===== src/pmpc_pkg.sv =====
// package for the parallel master port control block
package pmpc_pkg;
  localparam logic [7:0] CTRL_OFS      = 8'h00;
  localparam logic [7:0] SH_ADDR_OFS   = 8'h04;
  localparam logic [7:0] SH_DATA_OFS   = 8'h08;
  localparam logic [7:0] RD_ADDR_OFS   = 8'h0c;
  localparam logic [7:0] RD_DATA_OFS   = 8'h10;
  localparam logic [7:0] WR_ADDR_OFS   = 8'h14;
  localparam logic [7:0] WR_DATA_OFS   = 8'h18;
  localparam logic [7:0] STATUS_OFS    = 8'h1c;
  localparam int B_LAUNCH = 23;
  localparam int B_SPLIT  = 17;
  localparam int B_ON     = 15;
  localparam int B_HALT   = 13;
  localparam int B_MUX_HI = 12;
  localparam int B_MUX_LO = 11;
  localparam int B_TTL    = 10;
  localparam int B_WREN   = 9;
  localparam int B_RDEN   = 8;
  localparam int B_CSF_HI = 7;
  localparam int B_CSF_LO = 6;
  localparam int B_ALP    = 5;
  localparam int B_SELECT_TWO_POLARITY   = 4;
  localparam int B_SELECT_ONE_POLARITY   = 3;
  localparam int B_WRITE_STROBE_POLARITY   = 1;
  localparam int B_READ_STROBE_POLARITY   = 0;
  localparam logic [31:0] CTRL_WMASK = 32'h0082_bffb;
  localparam logic [31:0] CTRL_RESET = 32'h0000_0000;
  localparam logic [1:0] MUX_SEP   = 2'h0;
  localparam logic [1:0] MUX_LO8   = 2'h1;
  localparam logic [1:0] MUX_ALL16 = 2'h2;
  localparam logic [1:0] MUX_LO8W  = 2'h3;
  localparam logic [1:0] RESP_OK     = 2'h0;
  localparam logic [1:0] RESP_SLVERR = 2'h2;
  localparam logic [2:0] STROBE_CYCLES = 3'h2;
  typedef enum logic [1:0] {
    PMPC_IDLE  = 2'b00,
    PMPC_ADDR  = 2'b01,
    PMPC_STRB  = 2'b10,
    PMPC_DONE  = 2'b11
  } pmpc_state_t;
endpackage


===== src/pmpc_top.sv =====
// parallel master port control: axi4-lite registers and read cycle engine
// What this block does
// - writing one to bit 23 launches a read; hardware clears it at cycle end
// - bit 17 selects split read/write address and data registers over shared ones
// - bit 15 enables the port; cleared means no off-chip access at all
// - bit 13 set stops the port while the device is idle
// - mux 00 separate pins; 01 low address byte on low data pins
// - mux 10 full address on data pins; 11 low byte on data, upper unused
// - bit 10 picks ttl input thresholds, cleared picks schmitt trigger
// - bit 9 enables the write or enable strobe pin function
// - bit 8 enables the read or read/write strobe pin function
// - select polarity bits ignored on pins used as address lines; latch polarity bit 5 never changes the latch strobe
// - unimplemented control bits read zero and ignore writes
`timescale 1ns/1ps
module pmpc_top (
  input  wire logic        clk_sys,
  input  wire logic        rst_b,
  input  wire logic [7:0]  s_axi_awaddr,
  input  wire logic        s_axi_awvalid,
  output logic             s_axi_awready,
  input  wire logic [31:0] s_axi_wdata,
  input  wire logic [3:0]  s_axi_wstrb,
  input  wire logic        s_axi_wvalid,
  output logic             s_axi_wready,
  output logic [1:0]       s_axi_bresp,
  output logic             s_axi_bvalid,
  input  wire logic        s_axi_bready,
  input  wire logic [7:0]  s_axi_araddr,
  input  wire logic        s_axi_arvalid,
  output logic             s_axi_arready,
  output logic [31:0]      s_axi_rdata,
  output logic [1:0]       s_axi_rresp,
  output logic             s_axi_rvalid,
  input  wire logic        s_axi_rready,
  input  wire logic        device_idle,
  input  wire logic [15:0] port_data_pins_i,
  output logic [15:0]      port_data_pins_o,
  output logic [15:0]      port_data_pins_oe_b,
  output logic [15:0]      port_address_pins,
  output logic             read_strobe_pin,
  output logic             write_strobe_pin,
  output logic             latch_strobe_pin,
  output logic             chip_select_one_pin,
  output logic             chip_select_two_pin,
  output logic             input_threshold_select
);
  logic [31:0] ctrl_q;
  logic [15:0] sh_addr_q, rd_addr_q, wr_addr_q;
  logic [15:0] sh_data_q, rd_data_q, wr_data_q;
  logic [15:0] din_s1_q, din_s2_q;
  logic        idle_s1_q, idle_s2_q;
  pmpc_pkg::pmpc_state_t st_q;
  logic [2:0]  cnt_q;
  logic        aw_hold_q, w_hold_q;
  logic [7:0]  aw_addr_q;
  logic [31:0] w_data_q;
  logic [3:0]  w_strb_q;
  logic        do_write, done_pulse;
  logic        port_run;
  logic [1:0]  mux;
  logic [15:0] cyc_addr;
  logic        cyc_active, data_take;

  function automatic logic [31:0] merge(input logic [31:0] old, input logic [31:0] nw, input logic [3:0] strb);
    logic [31:0] r;
    r = old;
    for (int i = 0; i < 4; i++) begin
      if (strb[i]) begin
        r[i*8 +: 8] = nw[i*8 +: 8];
      end
    end
    return r;
  endfunction

  // level of a strobe or select pin, given its polarity bit
  function automatic logic pin_level(input logic active, input logic active_high);
    return active_high ? active : ~active;
  endfunction

  assign mux      = ctrl_q[pmpc_pkg::B_MUX_HI:pmpc_pkg::B_MUX_LO];
  assign port_run = ctrl_q[pmpc_pkg::B_ON] & ~(ctrl_q[pmpc_pkg::B_HALT] & idle_s2_q);
  assign cyc_addr = ctrl_q[pmpc_pkg::B_SPLIT] ? rd_addr_q : sh_addr_q;
  assign do_write = aw_hold_q & w_hold_q & ~s_axi_bvalid;
  assign done_pulse = (st_q == pmpc_pkg::PMPC_DONE);
  assign cyc_active = (st_q != pmpc_pkg::PMPC_IDLE);
  assign data_take  = done_pulse & ctrl_q[pmpc_pkg::B_ON];

  // input synchronisers
  always_ff @(posedge clk_sys or negedge rst_b) begin
    if (!rst_b) begin
      din_s1_q  <= 16'h0000;
      din_s2_q  <= 16'h0000;
      idle_s1_q <= 1'b0;
      idle_s2_q <= 1'b0;
    end else begin
      din_s1_q  <= port_data_pins_i;
      din_s2_q  <= din_s1_q;
      idle_s1_q <= device_idle;
      idle_s2_q <= idle_s1_q;
    end
  end

  // write address and data capture, either order
  always_ff @(posedge clk_sys or negedge rst_b) begin
    if (!rst_b) begin
      aw_hold_q <= 1'b0;
      w_hold_q  <= 1'b0;
      aw_addr_q <= 8'h00;
      w_data_q  <= 32'h0000_0000;
      w_strb_q  <= 4'h0;
      s_axi_awready <= 1'b0;
      s_axi_wready  <= 1'b0;
      s_axi_bvalid  <= 1'b0;
      s_axi_bresp   <= pmpc_pkg::RESP_OK;
    end else begin
      s_axi_awready <= ~aw_hold_q & ~s_axi_awready & s_axi_awvalid;
      s_axi_wready  <= ~w_hold_q & ~s_axi_wready & s_axi_wvalid;
      if (s_axi_awvalid & s_axi_awready) begin
        aw_hold_q <= 1'b1;
        aw_addr_q <= s_axi_awaddr;
      end
      if (s_axi_wvalid & s_axi_wready) begin
        w_hold_q <= 1'b1;
        w_data_q <= s_axi_wdata;
        w_strb_q <= s_axi_wstrb;
      end
      if (do_write) begin
        aw_hold_q    <= 1'b0;
        w_hold_q     <= 1'b0;
        s_axi_bvalid <= 1'b1;
        s_axi_bresp  <= (aw_addr_q[7:2] > pmpc_pkg::STATUS_OFS[7:2]) ? pmpc_pkg::RESP_SLVERR : pmpc_pkg::RESP_OK;
      end else if (s_axi_bready) begin
        s_axi_bvalid <= 1'b0;
      end
    end
  end

  // control register
  always_ff @(posedge clk_sys or negedge rst_b) begin
    if (!rst_b) begin
      ctrl_q <= pmpc_pkg::CTRL_RESET;
    end else begin
      if (do_write && aw_addr_q[7:2] == pmpc_pkg::CTRL_OFS[7:2]) begin
        ctrl_q <= merge(ctrl_q, w_data_q, w_strb_q) & pmpc_pkg::CTRL_WMASK;
        if (!(w_strb_q[2] & w_data_q[pmpc_pkg::B_LAUNCH])) begin
          ctrl_q[pmpc_pkg::B_LAUNCH] <= ctrl_q[pmpc_pkg::B_LAUNCH] & ~done_pulse;
        end
      end else if (done_pulse) begin
        ctrl_q[pmpc_pkg::B_LAUNCH] <= 1'b0;
      end else if (ctrl_q[pmpc_pkg::B_LAUNCH] && !ctrl_q[pmpc_pkg::B_ON] && st_q == pmpc_pkg::PMPC_IDLE) begin
        ctrl_q[pmpc_pkg::B_LAUNCH] <= 1'b0;
      end
    end
  end

  // address and data registers
  always_ff @(posedge clk_sys or negedge rst_b) begin
    if (!rst_b) begin
      sh_addr_q <= 16'h0000;
      rd_addr_q <= 16'h0000;
      wr_addr_q <= 16'h0000;
      sh_data_q <= 16'h0000;
      rd_data_q <= 16'h0000;
      wr_data_q <= 16'h0000;
    end else begin
      if (do_write) begin
        unique case (aw_addr_q)
          pmpc_pkg::SH_ADDR_OFS: sh_addr_q <= 16'(merge({16'h0000, sh_addr_q}, w_data_q, w_strb_q));
          pmpc_pkg::RD_ADDR_OFS: rd_addr_q <= 16'(merge({16'h0000, rd_addr_q}, w_data_q, w_strb_q));
          pmpc_pkg::WR_ADDR_OFS: wr_addr_q <= 16'(merge({16'h0000, wr_addr_q}, w_data_q, w_strb_q));
          pmpc_pkg::SH_DATA_OFS: sh_data_q <= 16'(merge({16'h0000, sh_data_q}, w_data_q, w_strb_q));
          pmpc_pkg::WR_DATA_OFS: wr_data_q <= 16'(merge({16'h0000, wr_data_q}, w_data_q, w_strb_q));
          default: ;
        endcase
      end
      // pins seen in the first strobe cycle have cleared both synchroniser stages by now
      if (data_take) begin
        if (ctrl_q[pmpc_pkg::B_SPLIT]) begin
          rd_data_q <= din_s2_q;
        end else begin
          sh_data_q <= din_s2_q;
        end
      end
    end
  end

  // read cycle engine: address phase, strobe phase, done
  always_ff @(posedge clk_sys or negedge rst_b) begin
    if (!rst_b) begin
      st_q  <= pmpc_pkg::PMPC_IDLE;
      cnt_q <= 3'h0;
    end else begin
      unique case (st_q)
        pmpc_pkg::PMPC_IDLE: begin
          if (ctrl_q[pmpc_pkg::B_LAUNCH] && port_run) begin
            st_q  <= pmpc_pkg::PMPC_ADDR;
            cnt_q <= pmpc_pkg::STROBE_CYCLES;
          end
        end
        pmpc_pkg::PMPC_ADDR: begin
          // port switched off mid-cycle: end it so the launch bit still clears
          if (!ctrl_q[pmpc_pkg::B_ON]) begin
            st_q <= pmpc_pkg::PMPC_DONE;
          end else if (port_run) begin
            st_q <= pmpc_pkg::PMPC_STRB;
          end
        end
        pmpc_pkg::PMPC_STRB: begin
          if (!ctrl_q[pmpc_pkg::B_ON]) begin
            st_q <= pmpc_pkg::PMPC_DONE;
          end else if (port_run) begin
            if (cnt_q == 3'h0) begin
              st_q <= pmpc_pkg::PMPC_DONE;
            end else begin
              cnt_q <= cnt_q - 3'h1;
            end
          end
        end
        pmpc_pkg::PMPC_DONE: st_q <= pmpc_pkg::PMPC_IDLE;
      endcase
    end
  end

  // pin drive
  always_ff @(posedge clk_sys or negedge rst_b) begin
    if (!rst_b) begin
      port_data_pins_o       <= 16'h0000;
      port_data_pins_oe_b    <= 16'hffff;
      port_address_pins      <= 16'h0000;
      read_strobe_pin        <= 1'b0;
      write_strobe_pin       <= 1'b0;
      latch_strobe_pin       <= 1'b0;
      chip_select_one_pin    <= 1'b0;
      chip_select_two_pin    <= 1'b0;
      input_threshold_select <= 1'b0;
    end else begin
      input_threshold_select <= ctrl_q[pmpc_pkg::B_TTL];
      port_data_pins_oe_b    <= 16'hffff;
      port_data_pins_o       <= 16'h0000;
      port_address_pins      <= 16'h0000;
      latch_strobe_pin       <= 1'b0;
      if (ctrl_q[pmpc_pkg::B_ON]) begin
        unique case (mux)
          pmpc_pkg::MUX_SEP: port_address_pins <= cyc_addr;
          pmpc_pkg::MUX_LO8: port_address_pins <= {cyc_addr[15:8], 8'h00};
          pmpc_pkg::MUX_ALL16, pmpc_pkg::MUX_LO8W: port_address_pins <= 16'h0000;
        endcase
        if (st_q == pmpc_pkg::PMPC_ADDR && mux != pmpc_pkg::MUX_SEP) begin
          port_data_pins_oe_b <= (mux == pmpc_pkg::MUX_LO8) ? 16'hff00 : 16'h0000;
          unique case (mux)
            pmpc_pkg::MUX_LO8:   port_data_pins_o <= {8'h00, cyc_addr[7:0]};
            pmpc_pkg::MUX_ALL16: port_data_pins_o <= cyc_addr;
            default:             port_data_pins_o <= {8'h00, cyc_addr[7:0]};
          endcase
          latch_strobe_pin <= ctrl_q[pmpc_pkg::B_ALP] | (mux != pmpc_pkg::MUX_SEP);
        end
      end
      // strobe pins driven only when their function is enabled
      read_strobe_pin  <= ctrl_q[pmpc_pkg::B_RDEN] & ctrl_q[pmpc_pkg::B_ON] &
                          pin_level(st_q == pmpc_pkg::PMPC_STRB, ctrl_q[pmpc_pkg::B_READ_STROBE_POLARITY]);
      write_strobe_pin <= ctrl_q[pmpc_pkg::B_WREN] & ctrl_q[pmpc_pkg::B_ON] & ~ctrl_q[pmpc_pkg::B_WRITE_STROBE_POLARITY];
      // select pins take function only when not used as address lines
      chip_select_one_pin <= 1'b0;
      chip_select_two_pin <= 1'b0;
      if (ctrl_q[pmpc_pkg::B_ON] && mux == pmpc_pkg::MUX_SEP) begin
        chip_select_one_pin <= ctrl_q[pmpc_pkg::B_CSF_HI] & pin_level(cyc_active, ctrl_q[pmpc_pkg::B_SELECT_ONE_POLARITY]);
        chip_select_two_pin <= ctrl_q[pmpc_pkg::B_CSF_LO] & pin_level(cyc_active, ctrl_q[pmpc_pkg::B_SELECT_TWO_POLARITY]);
      end
    end
  end

  // read channel
  always_ff @(posedge clk_sys or negedge rst_b) begin
    if (!rst_b) begin
      s_axi_arready <= 1'b0;
      s_axi_rvalid  <= 1'b0;
      s_axi_rdata   <= 32'h0000_0000;
      s_axi_rresp   <= pmpc_pkg::RESP_OK;
    end else begin
      s_axi_arready <= ~s_axi_arready & ~s_axi_rvalid & s_axi_arvalid;
      if (s_axi_arvalid & s_axi_arready) begin
        s_axi_rvalid <= 1'b1;
        s_axi_rresp  <= pmpc_pkg::RESP_OK;
        unique case (s_axi_araddr)
          pmpc_pkg::CTRL_OFS:    s_axi_rdata <= ctrl_q & pmpc_pkg::CTRL_WMASK;
          pmpc_pkg::SH_ADDR_OFS: s_axi_rdata <= {16'h0000, sh_addr_q};
          pmpc_pkg::SH_DATA_OFS: s_axi_rdata <= {16'h0000, sh_data_q};
          pmpc_pkg::RD_ADDR_OFS: s_axi_rdata <= {16'h0000, rd_addr_q};
          pmpc_pkg::RD_DATA_OFS: s_axi_rdata <= {16'h0000, rd_data_q};
          pmpc_pkg::WR_ADDR_OFS: s_axi_rdata <= {16'h0000, wr_addr_q};
          pmpc_pkg::WR_DATA_OFS: s_axi_rdata <= {16'h0000, wr_data_q};
          pmpc_pkg::STATUS_OFS:  s_axi_rdata <= {30'h0, idle_s2_q, cyc_active};
          default: begin
            s_axi_rdata <= 32'h0000_0000;
            s_axi_rresp <= pmpc_pkg::RESP_SLVERR;
          end
        endcase
      end else if (s_axi_rready) begin
        s_axi_rvalid <= 1'b0;
      end
    end
  end
endmodule


===== config.mk =====
export PLATFORM = sky130hd
export DESIGN_NAME = pmpc_top
export DESIGN_NICKNAME = d
export VERILOG_FILES = /design/src/pmpc_pkg.sv /design/src/pmpc_top.sv
export SDC_FILE = /design/constraint.sdc
export NUM_CORES = 1
export LEC_CHECK = 0
export BUFFER_PORTS_ARGS = -buffer_cell sky130_fd_sc_hd__buf_2
export CAP_MARGIN = 40
export CORE_AREA = 3 3 156 158
export CTS_CLUSTER_DIAMETER = 40
export CTS_CLUSTER_SIZE = 16
export DETAILED_ROUTE_END_ITERATION = 6
export DIE_AREA = 0 0 159 161
export GPL_ROUTABILITY_DRIVEN = 0
export MAX_ROUTING_LAYER = met4
export PLACE_DENSITY = 0.64
export SYNTH_ARGS = -nofsm -noshare
export SYNTH_HDL_FRONTEND = slang
export SYNTH_SLANG_ARGS = --single-unit

===== constraint.sdc =====
create_clock -name clk_sys -period 2.7 [get_ports clk_sys]
set_input_delay 0.27 -clock clk_sys [delete_from_list [all_inputs] [get_ports clk_sys]]
set_output_delay 0.27 -clock clk_sys [all_outputs]
set_load 0.02 [all_outputs]

Word-level counts from Yosys, hierarchy flattened

Index checks and enable logic that the tools add are counted.

Add/subtract/negate cells: 1
Magnitude comparators: 1
Eq/ne operators: 26
Multiplexer cells: 50
Bitwise logic cells: 35
Reduce and logical (&&, ||, !) cells: 37

Operators with widths:

| operator                                                       | count |
|---|---|
| two-way mux 16 bit                                             | 12 |
| one-hot mux 24 bit (8 select lines)                            | 1 |
| equality test 8 x 5 -> 1 bit (second input constant)           | 6 |
| one-hot mux 16 bit (3 select lines)                            | 1 |
| equality test 8 x 4 -> 1 bit (second input constant)           | 4 |
| two-way mux 8 bit                                              | 3 |
| AND reduction 3 bit                                            | 8 |
| bitwise AND 1 bit                                              | 22 |
| two-way mux 1 bit                                              | 19 |
| equality test 8 x 3 -> 1 bit (second input constant)           | 2 |
| two-way mux 2 bit                                              | 8 |
| nonzero test 2 bit                                             | 7 |
| two-way mux 3 bit                                              | 4 |
| inequality test 3 bit (second input constant)                  | 4 |
| inverter 1 bit                                                 | 12 |
| AND reduction 2 bit                                            | 5 |
| equality test 2 bit (second input constant)                    | 4 |
| logical NOT 8 bit                                              | 1 |
| one-hot mux 2 bit (4 select lines)                             | 1 |
| OR reduction 8 bit                                             | 1 |
| greater-than comparator 6 x 3 -> 1 bit (second input constant) | 1 |
| logical AND 1 bit                                              | 6 |
| logical NOT 6 bit                                              | 1 |
| inequality test 2 bit (second input constant)                  | 3 |
| 12 further kinds                                               | 14 |

Flip-flop bits (word level): 283
Input bits: 76
Output and inout bits: 95
Word-level logic and storage cells: 192

Logic depth before layout (Yosys ltp)

Depth after elaboration: 6
Mapped depth: 8
Gate-level depth less buffers: 7

Least setup slack after synthesis

No wires, ideal clock.

Path type: flip-flop to flip-flop
Start point: reg aw_addr_q[5]
End point: reg sh_addr_q[10]
Library setup time: 0.125 ns
Data arrival time: 1.827 ns
Data required time: 2.575 ns
Path slack: 0.749 ns
Stages on the path, launching flop included: 5
Buffers on the path: 1
Clock period less this slack: 1.951 ns
Cell sequence: dfrtp_1 -> or4_1 -> buf_2 -> nor3_2 -> mux2_2

Cells in the longest elaborated chain, start to end: 2

RTL lines:

| what                                 | line            | source |
|---|---|---|
| from (decl)                          | pmpc_top.sv:55  | `logic [7:0] aw_addr_q;` |
| from (signal assigned)               | pmpc_top.sv:120 | `aw_addr_q <= s_axi_awaddr;` |
| equality test 8 x 3 -> 1 bit         | pmpc_top.sv:167 | `unique case (aw_addr_q)` |
| AND reduction 3 bit (no source line) | --              |  |
| to (signal assigned)                 | pmpc_top.sv:168 | `pmpc_pkg::SH_ADDR_OFS: sh_addr_q <= 16'(merge({16'h0000, sh_addr_q}, w_data_q, w_strb_q));` |
| to (decl)                            | pmpc_top.sv:48  | `logic [15:0] sh_addr_q, rd_addr_q, wr_addr_q;` |

No other way between the ends.
A chain may end at the register's enable or synchronous reset.

Final worst setup path

Start point: reg aw_addr_q[5]
End point: reg ctrl_q[15]

Cells in the longest elaborated chain, start to end: 3

RTL lines:

| what                                 | line            | source |
|---|---|---|
| logical NOT 6 bit                    | pmpc_top.sv:143 | `if (do_write && aw_addr_q[7:2] == pmpc_pkg::CTRL_OFS[7:2]) begin` |
| logical AND 1 bit                    | pmpc_top.sv:143 |  |
| AND reduction 2 bit (no source line) | --              |  |
| to (signal assigned)                 | pmpc_top.sv:141 | `ctrl_q <= pmpc_pkg::CTRL_RESET;` |
| to (signal assigned)                 | pmpc_top.sv:144 | `ctrl_q <= merge(ctrl_q, w_data_q, w_strb_q) & pmpc_pkg::CTRL_WMASK;` |
| to (signal, indexed assignment)      | pmpc_top.sv:146 | `ctrl_q[pmpc_pkg::B_LAUNCH] <= ctrl_q[pmpc_pkg::B_LAUNCH] & ~done_pulse;` |
| to (decl)                            | pmpc_top.sv:47  | `logic [31:0] ctrl_q;` |

No other way between the ends.

==> flow_summary.toml <==
[routing]
wire_per_inst_um = 17.9
drt-initial-drc-count = 496
drt_pass1_iterations = 5
drc = 0
ant_nets = 0
vias = 6847
wirelength_mm = 24.0
vias_per_cell = 5.13

[worst_setup_path]
cp.required_ns = 3.09
crit_cells = 4
crit_start = "aw_addr_q[5]$_DFFE_PN0P_"
reg2reg_from = "aw_addr_q[5]$_DFFE_PN0P_"
reg2regPathDepth = 4
crit_family = "simple AND/OR/NAND/NOR gates"
ff2ff_setup_slack_ns = 0.33
r2r_end = "ctrl_q[15]$_DFFE_PN0P_"
path_class = "flop to flop"
crit_slowest_cell = "or4_1"
cp.buffers_inverters = 0
start_kind = "flop"
critPathMaxStageDelay_ns = 0.76
endpoint = "ctrl_q[15]$_DFFE_PN0P_"
path_cells = "or4_1 -> nor4_4 -> nand2_2 -> mux2_2"
worst-path-max-fanout = 7
cp_data_arrival_time_ns = 2.76
critPathCaptureType = "flop"

[synth]
synth_common_cells = "dfrtp_1, mux2_2, nor2_1"
ys.flop_type = "dfrtp_1"
synth_seq_cells = 247
yosysMostFrequentCell = "dfrtp_1"
synthArstFlopShare = 1.00
yosys_warnings = 0
synth_top_area_frac = 0.597
yosysSeqAreaShare = 0.602
ys_types = 51
syn_avg_cell_area_um2 = 13.0
yosys.area.top_type = "dfrtp_1"
ys_top_cells_by_area = "dfrtp_1, mux2_2, mux2i_1, buf_4, nor2_1"
syn_area_um2 = 10300
netlist_instances = 789
synth-edff-count = 0

[final_layout]
nets = 1068
synthToLayoutAreaGrowth_pct = 26.4
drive_above_1_share = 0.367
final_util = 0.558
fill_cells = 1960

[floorplanning]
rows = 56
io_pins = 171
die_h_um = 161
core_um2 = 23300
initial_core_util = 0.442
die-area_um2 = 25600
fp.dieW_um = 159

[placement]
port_buffers = 139
hpwl_mm = 16.9

[sta]
tightestPinTransition_ns = 0.860
fin_crit_ns = 2.37
hold_slack_ns = 0.0159
fmax_mhz = 423
slew_headroom = 0.425
fin_crit_sh = 0.876
final-max-slew-violation-count = 0
finalHoldViolations = 0
setup_viol_count_final = 0
tns_ns = 0
skew_ns = 0.0201
rsz0062_at_grt = "no"

[run]
cap_violations = 0

[power_and_ir_drop]
p_per_area_nw_per_um2 = 886
max-vdd-ir-drop_mv = 0.559
p_leak_uw = 0.00632

[clocking]
cts_tree = "done"
cts_max_path_buffers = 3
ctsHtreeMaxLevel = 2
cts_sinks = 247
cts_root_buf = "clkbuf_16"
cts_buffers = 37
cts-resized-gates = 0
clkTransAtPathRegs_ns = 0.05
worstSkewPairLatency_ns = 0.51

[run_status]
status = "finished clean"

[global_route]
grt_pass1_vias = 6916
track_usage = 0.195
gr-total-overflow = 0
grt_max_degree = 75
antenna_found_initial = 2
grt_pass1_wl_mm = 38.8

[worst_hold_path]
min-delay-path-class = "input port to flop"
## repair_timing
action,4_1_cts,5_1_grt
hold endpoints to repair,113,0
buffers inserted,0,0
hold buffers,44,0
setup endpoints to repair,0,0
## report_power, final
part	switching [uW]	leakage, uW	total, uW	internal, uW
Clock	1780	0.000606	4730	2940
Sequential	718	0.00327	5040	4320
Combinational	887	0.00245	1740	854
## metrics by stage
step | worst slack [ns] | total power, uW | std cells | area, um^2
finish | 0.334 | 11500 | 1336 | 13000
global route | 0.230 | 12100 | 1336 | 13000
CTS | 0.327 | 11600 | 1334 | 13000
detailed placement | 0.326 | 6770 | 1222 | 11300
global placement | 0.379 | 6710 | 1222 | 11300
floorplan | 0.749 | 6080 | 804 | 10300
## flip-flops by register name (all words and copies together), names as in the netlist, 2 cells and up
signal	cells
rd_addr_q	16
sh_data_q	16
wr_addr_q	16
w_strb_q	3
wr_data_q	16
port_data_pins_oe_b	2
ctrl_q	16
din_s2_q	16
s_axi_rdata	18
cnt_q	3
port_data_pins_o	16
sh_addr_q	16
rd_data_q	16
din_s1_q	16
st_q	2
w_data_q	18
aw_addr_q	8
port_address_pins	16
## metal layers
metal | wire length (um) | share of wire | track usage
met1 | 11400 | 0.48 | 0.275
met2 | 10700 | 0.45 | 0.292
met3 | 1320 | 0.055 | 0.0364
met4 | 584 | 0.024 | 0.0573
met5 | 0 | 0 | -
## cells by family after synthesis
kind of cell	count (synthesis)	share of synthesized area
adders and majority gates	6	0.00731
AOI/OAI and AO/OA	115	0.0766
xor gates and xnor gates	3	0.00256
DFF	247	0.602
other	1	0.000365
muxes	176	0.187
and+or+nand+nor	168	0.0861
buffers and inverters	73	0.0382
## placed cells by master, fill, tap and decap left out, types with 20 or more instances in the layout
cell / instances
nand2_1: 41
clkbuf_16: 39
mux2i_1: 47
buf_2: 138
nor2_1: 62
dlygate4sd3_1: 44
buf_4: 20
dfrtp_1: 245
a21oi_1: 32
mux2_2: 129
## final cells by class
type | count | area, um^2 | area share
sequential | 247 | 6180 | 0.476
multi-input combinational | 484 | 3760 | 0.289
clock inverter | 23 | 231 | 0.0178
tap | 319 | 399 | 0.0307
timing repair buffer | 206 | 1360 | 0.104
antenna | 2 | 5.00 | 0.000385
inverter | 10 | 37.5 | 0.00289
clock buffer | 45 | 1020 | 0.0784
## worst min-delay path by stage
stage	start	end	slack, ns	cells past startpoint
floorplan	rst_b	aw_addr_q[0]$_DFFE_PN0P_	-0.03	0
global placement	rst_b	port_data_pins_o[11]$_DFF_PN0_	0.29	1
detailed placement	rst_b	port_data_pins_o[11]$_DFF_PN0_	0.28	1
CTS	s_axi_awaddr[0]	aw_addr_q[0]$_DFFE_PN0P_	0.001	2
global route	s_axi_wdata[14]	w_data_q[14]$_DFFE_PN0P_	0.009	2
finish	s_axi_wdata[13]	w_data_q[13]$_DFFE_PN0P_	0.02	2
(Power assumes the default switching activity.)
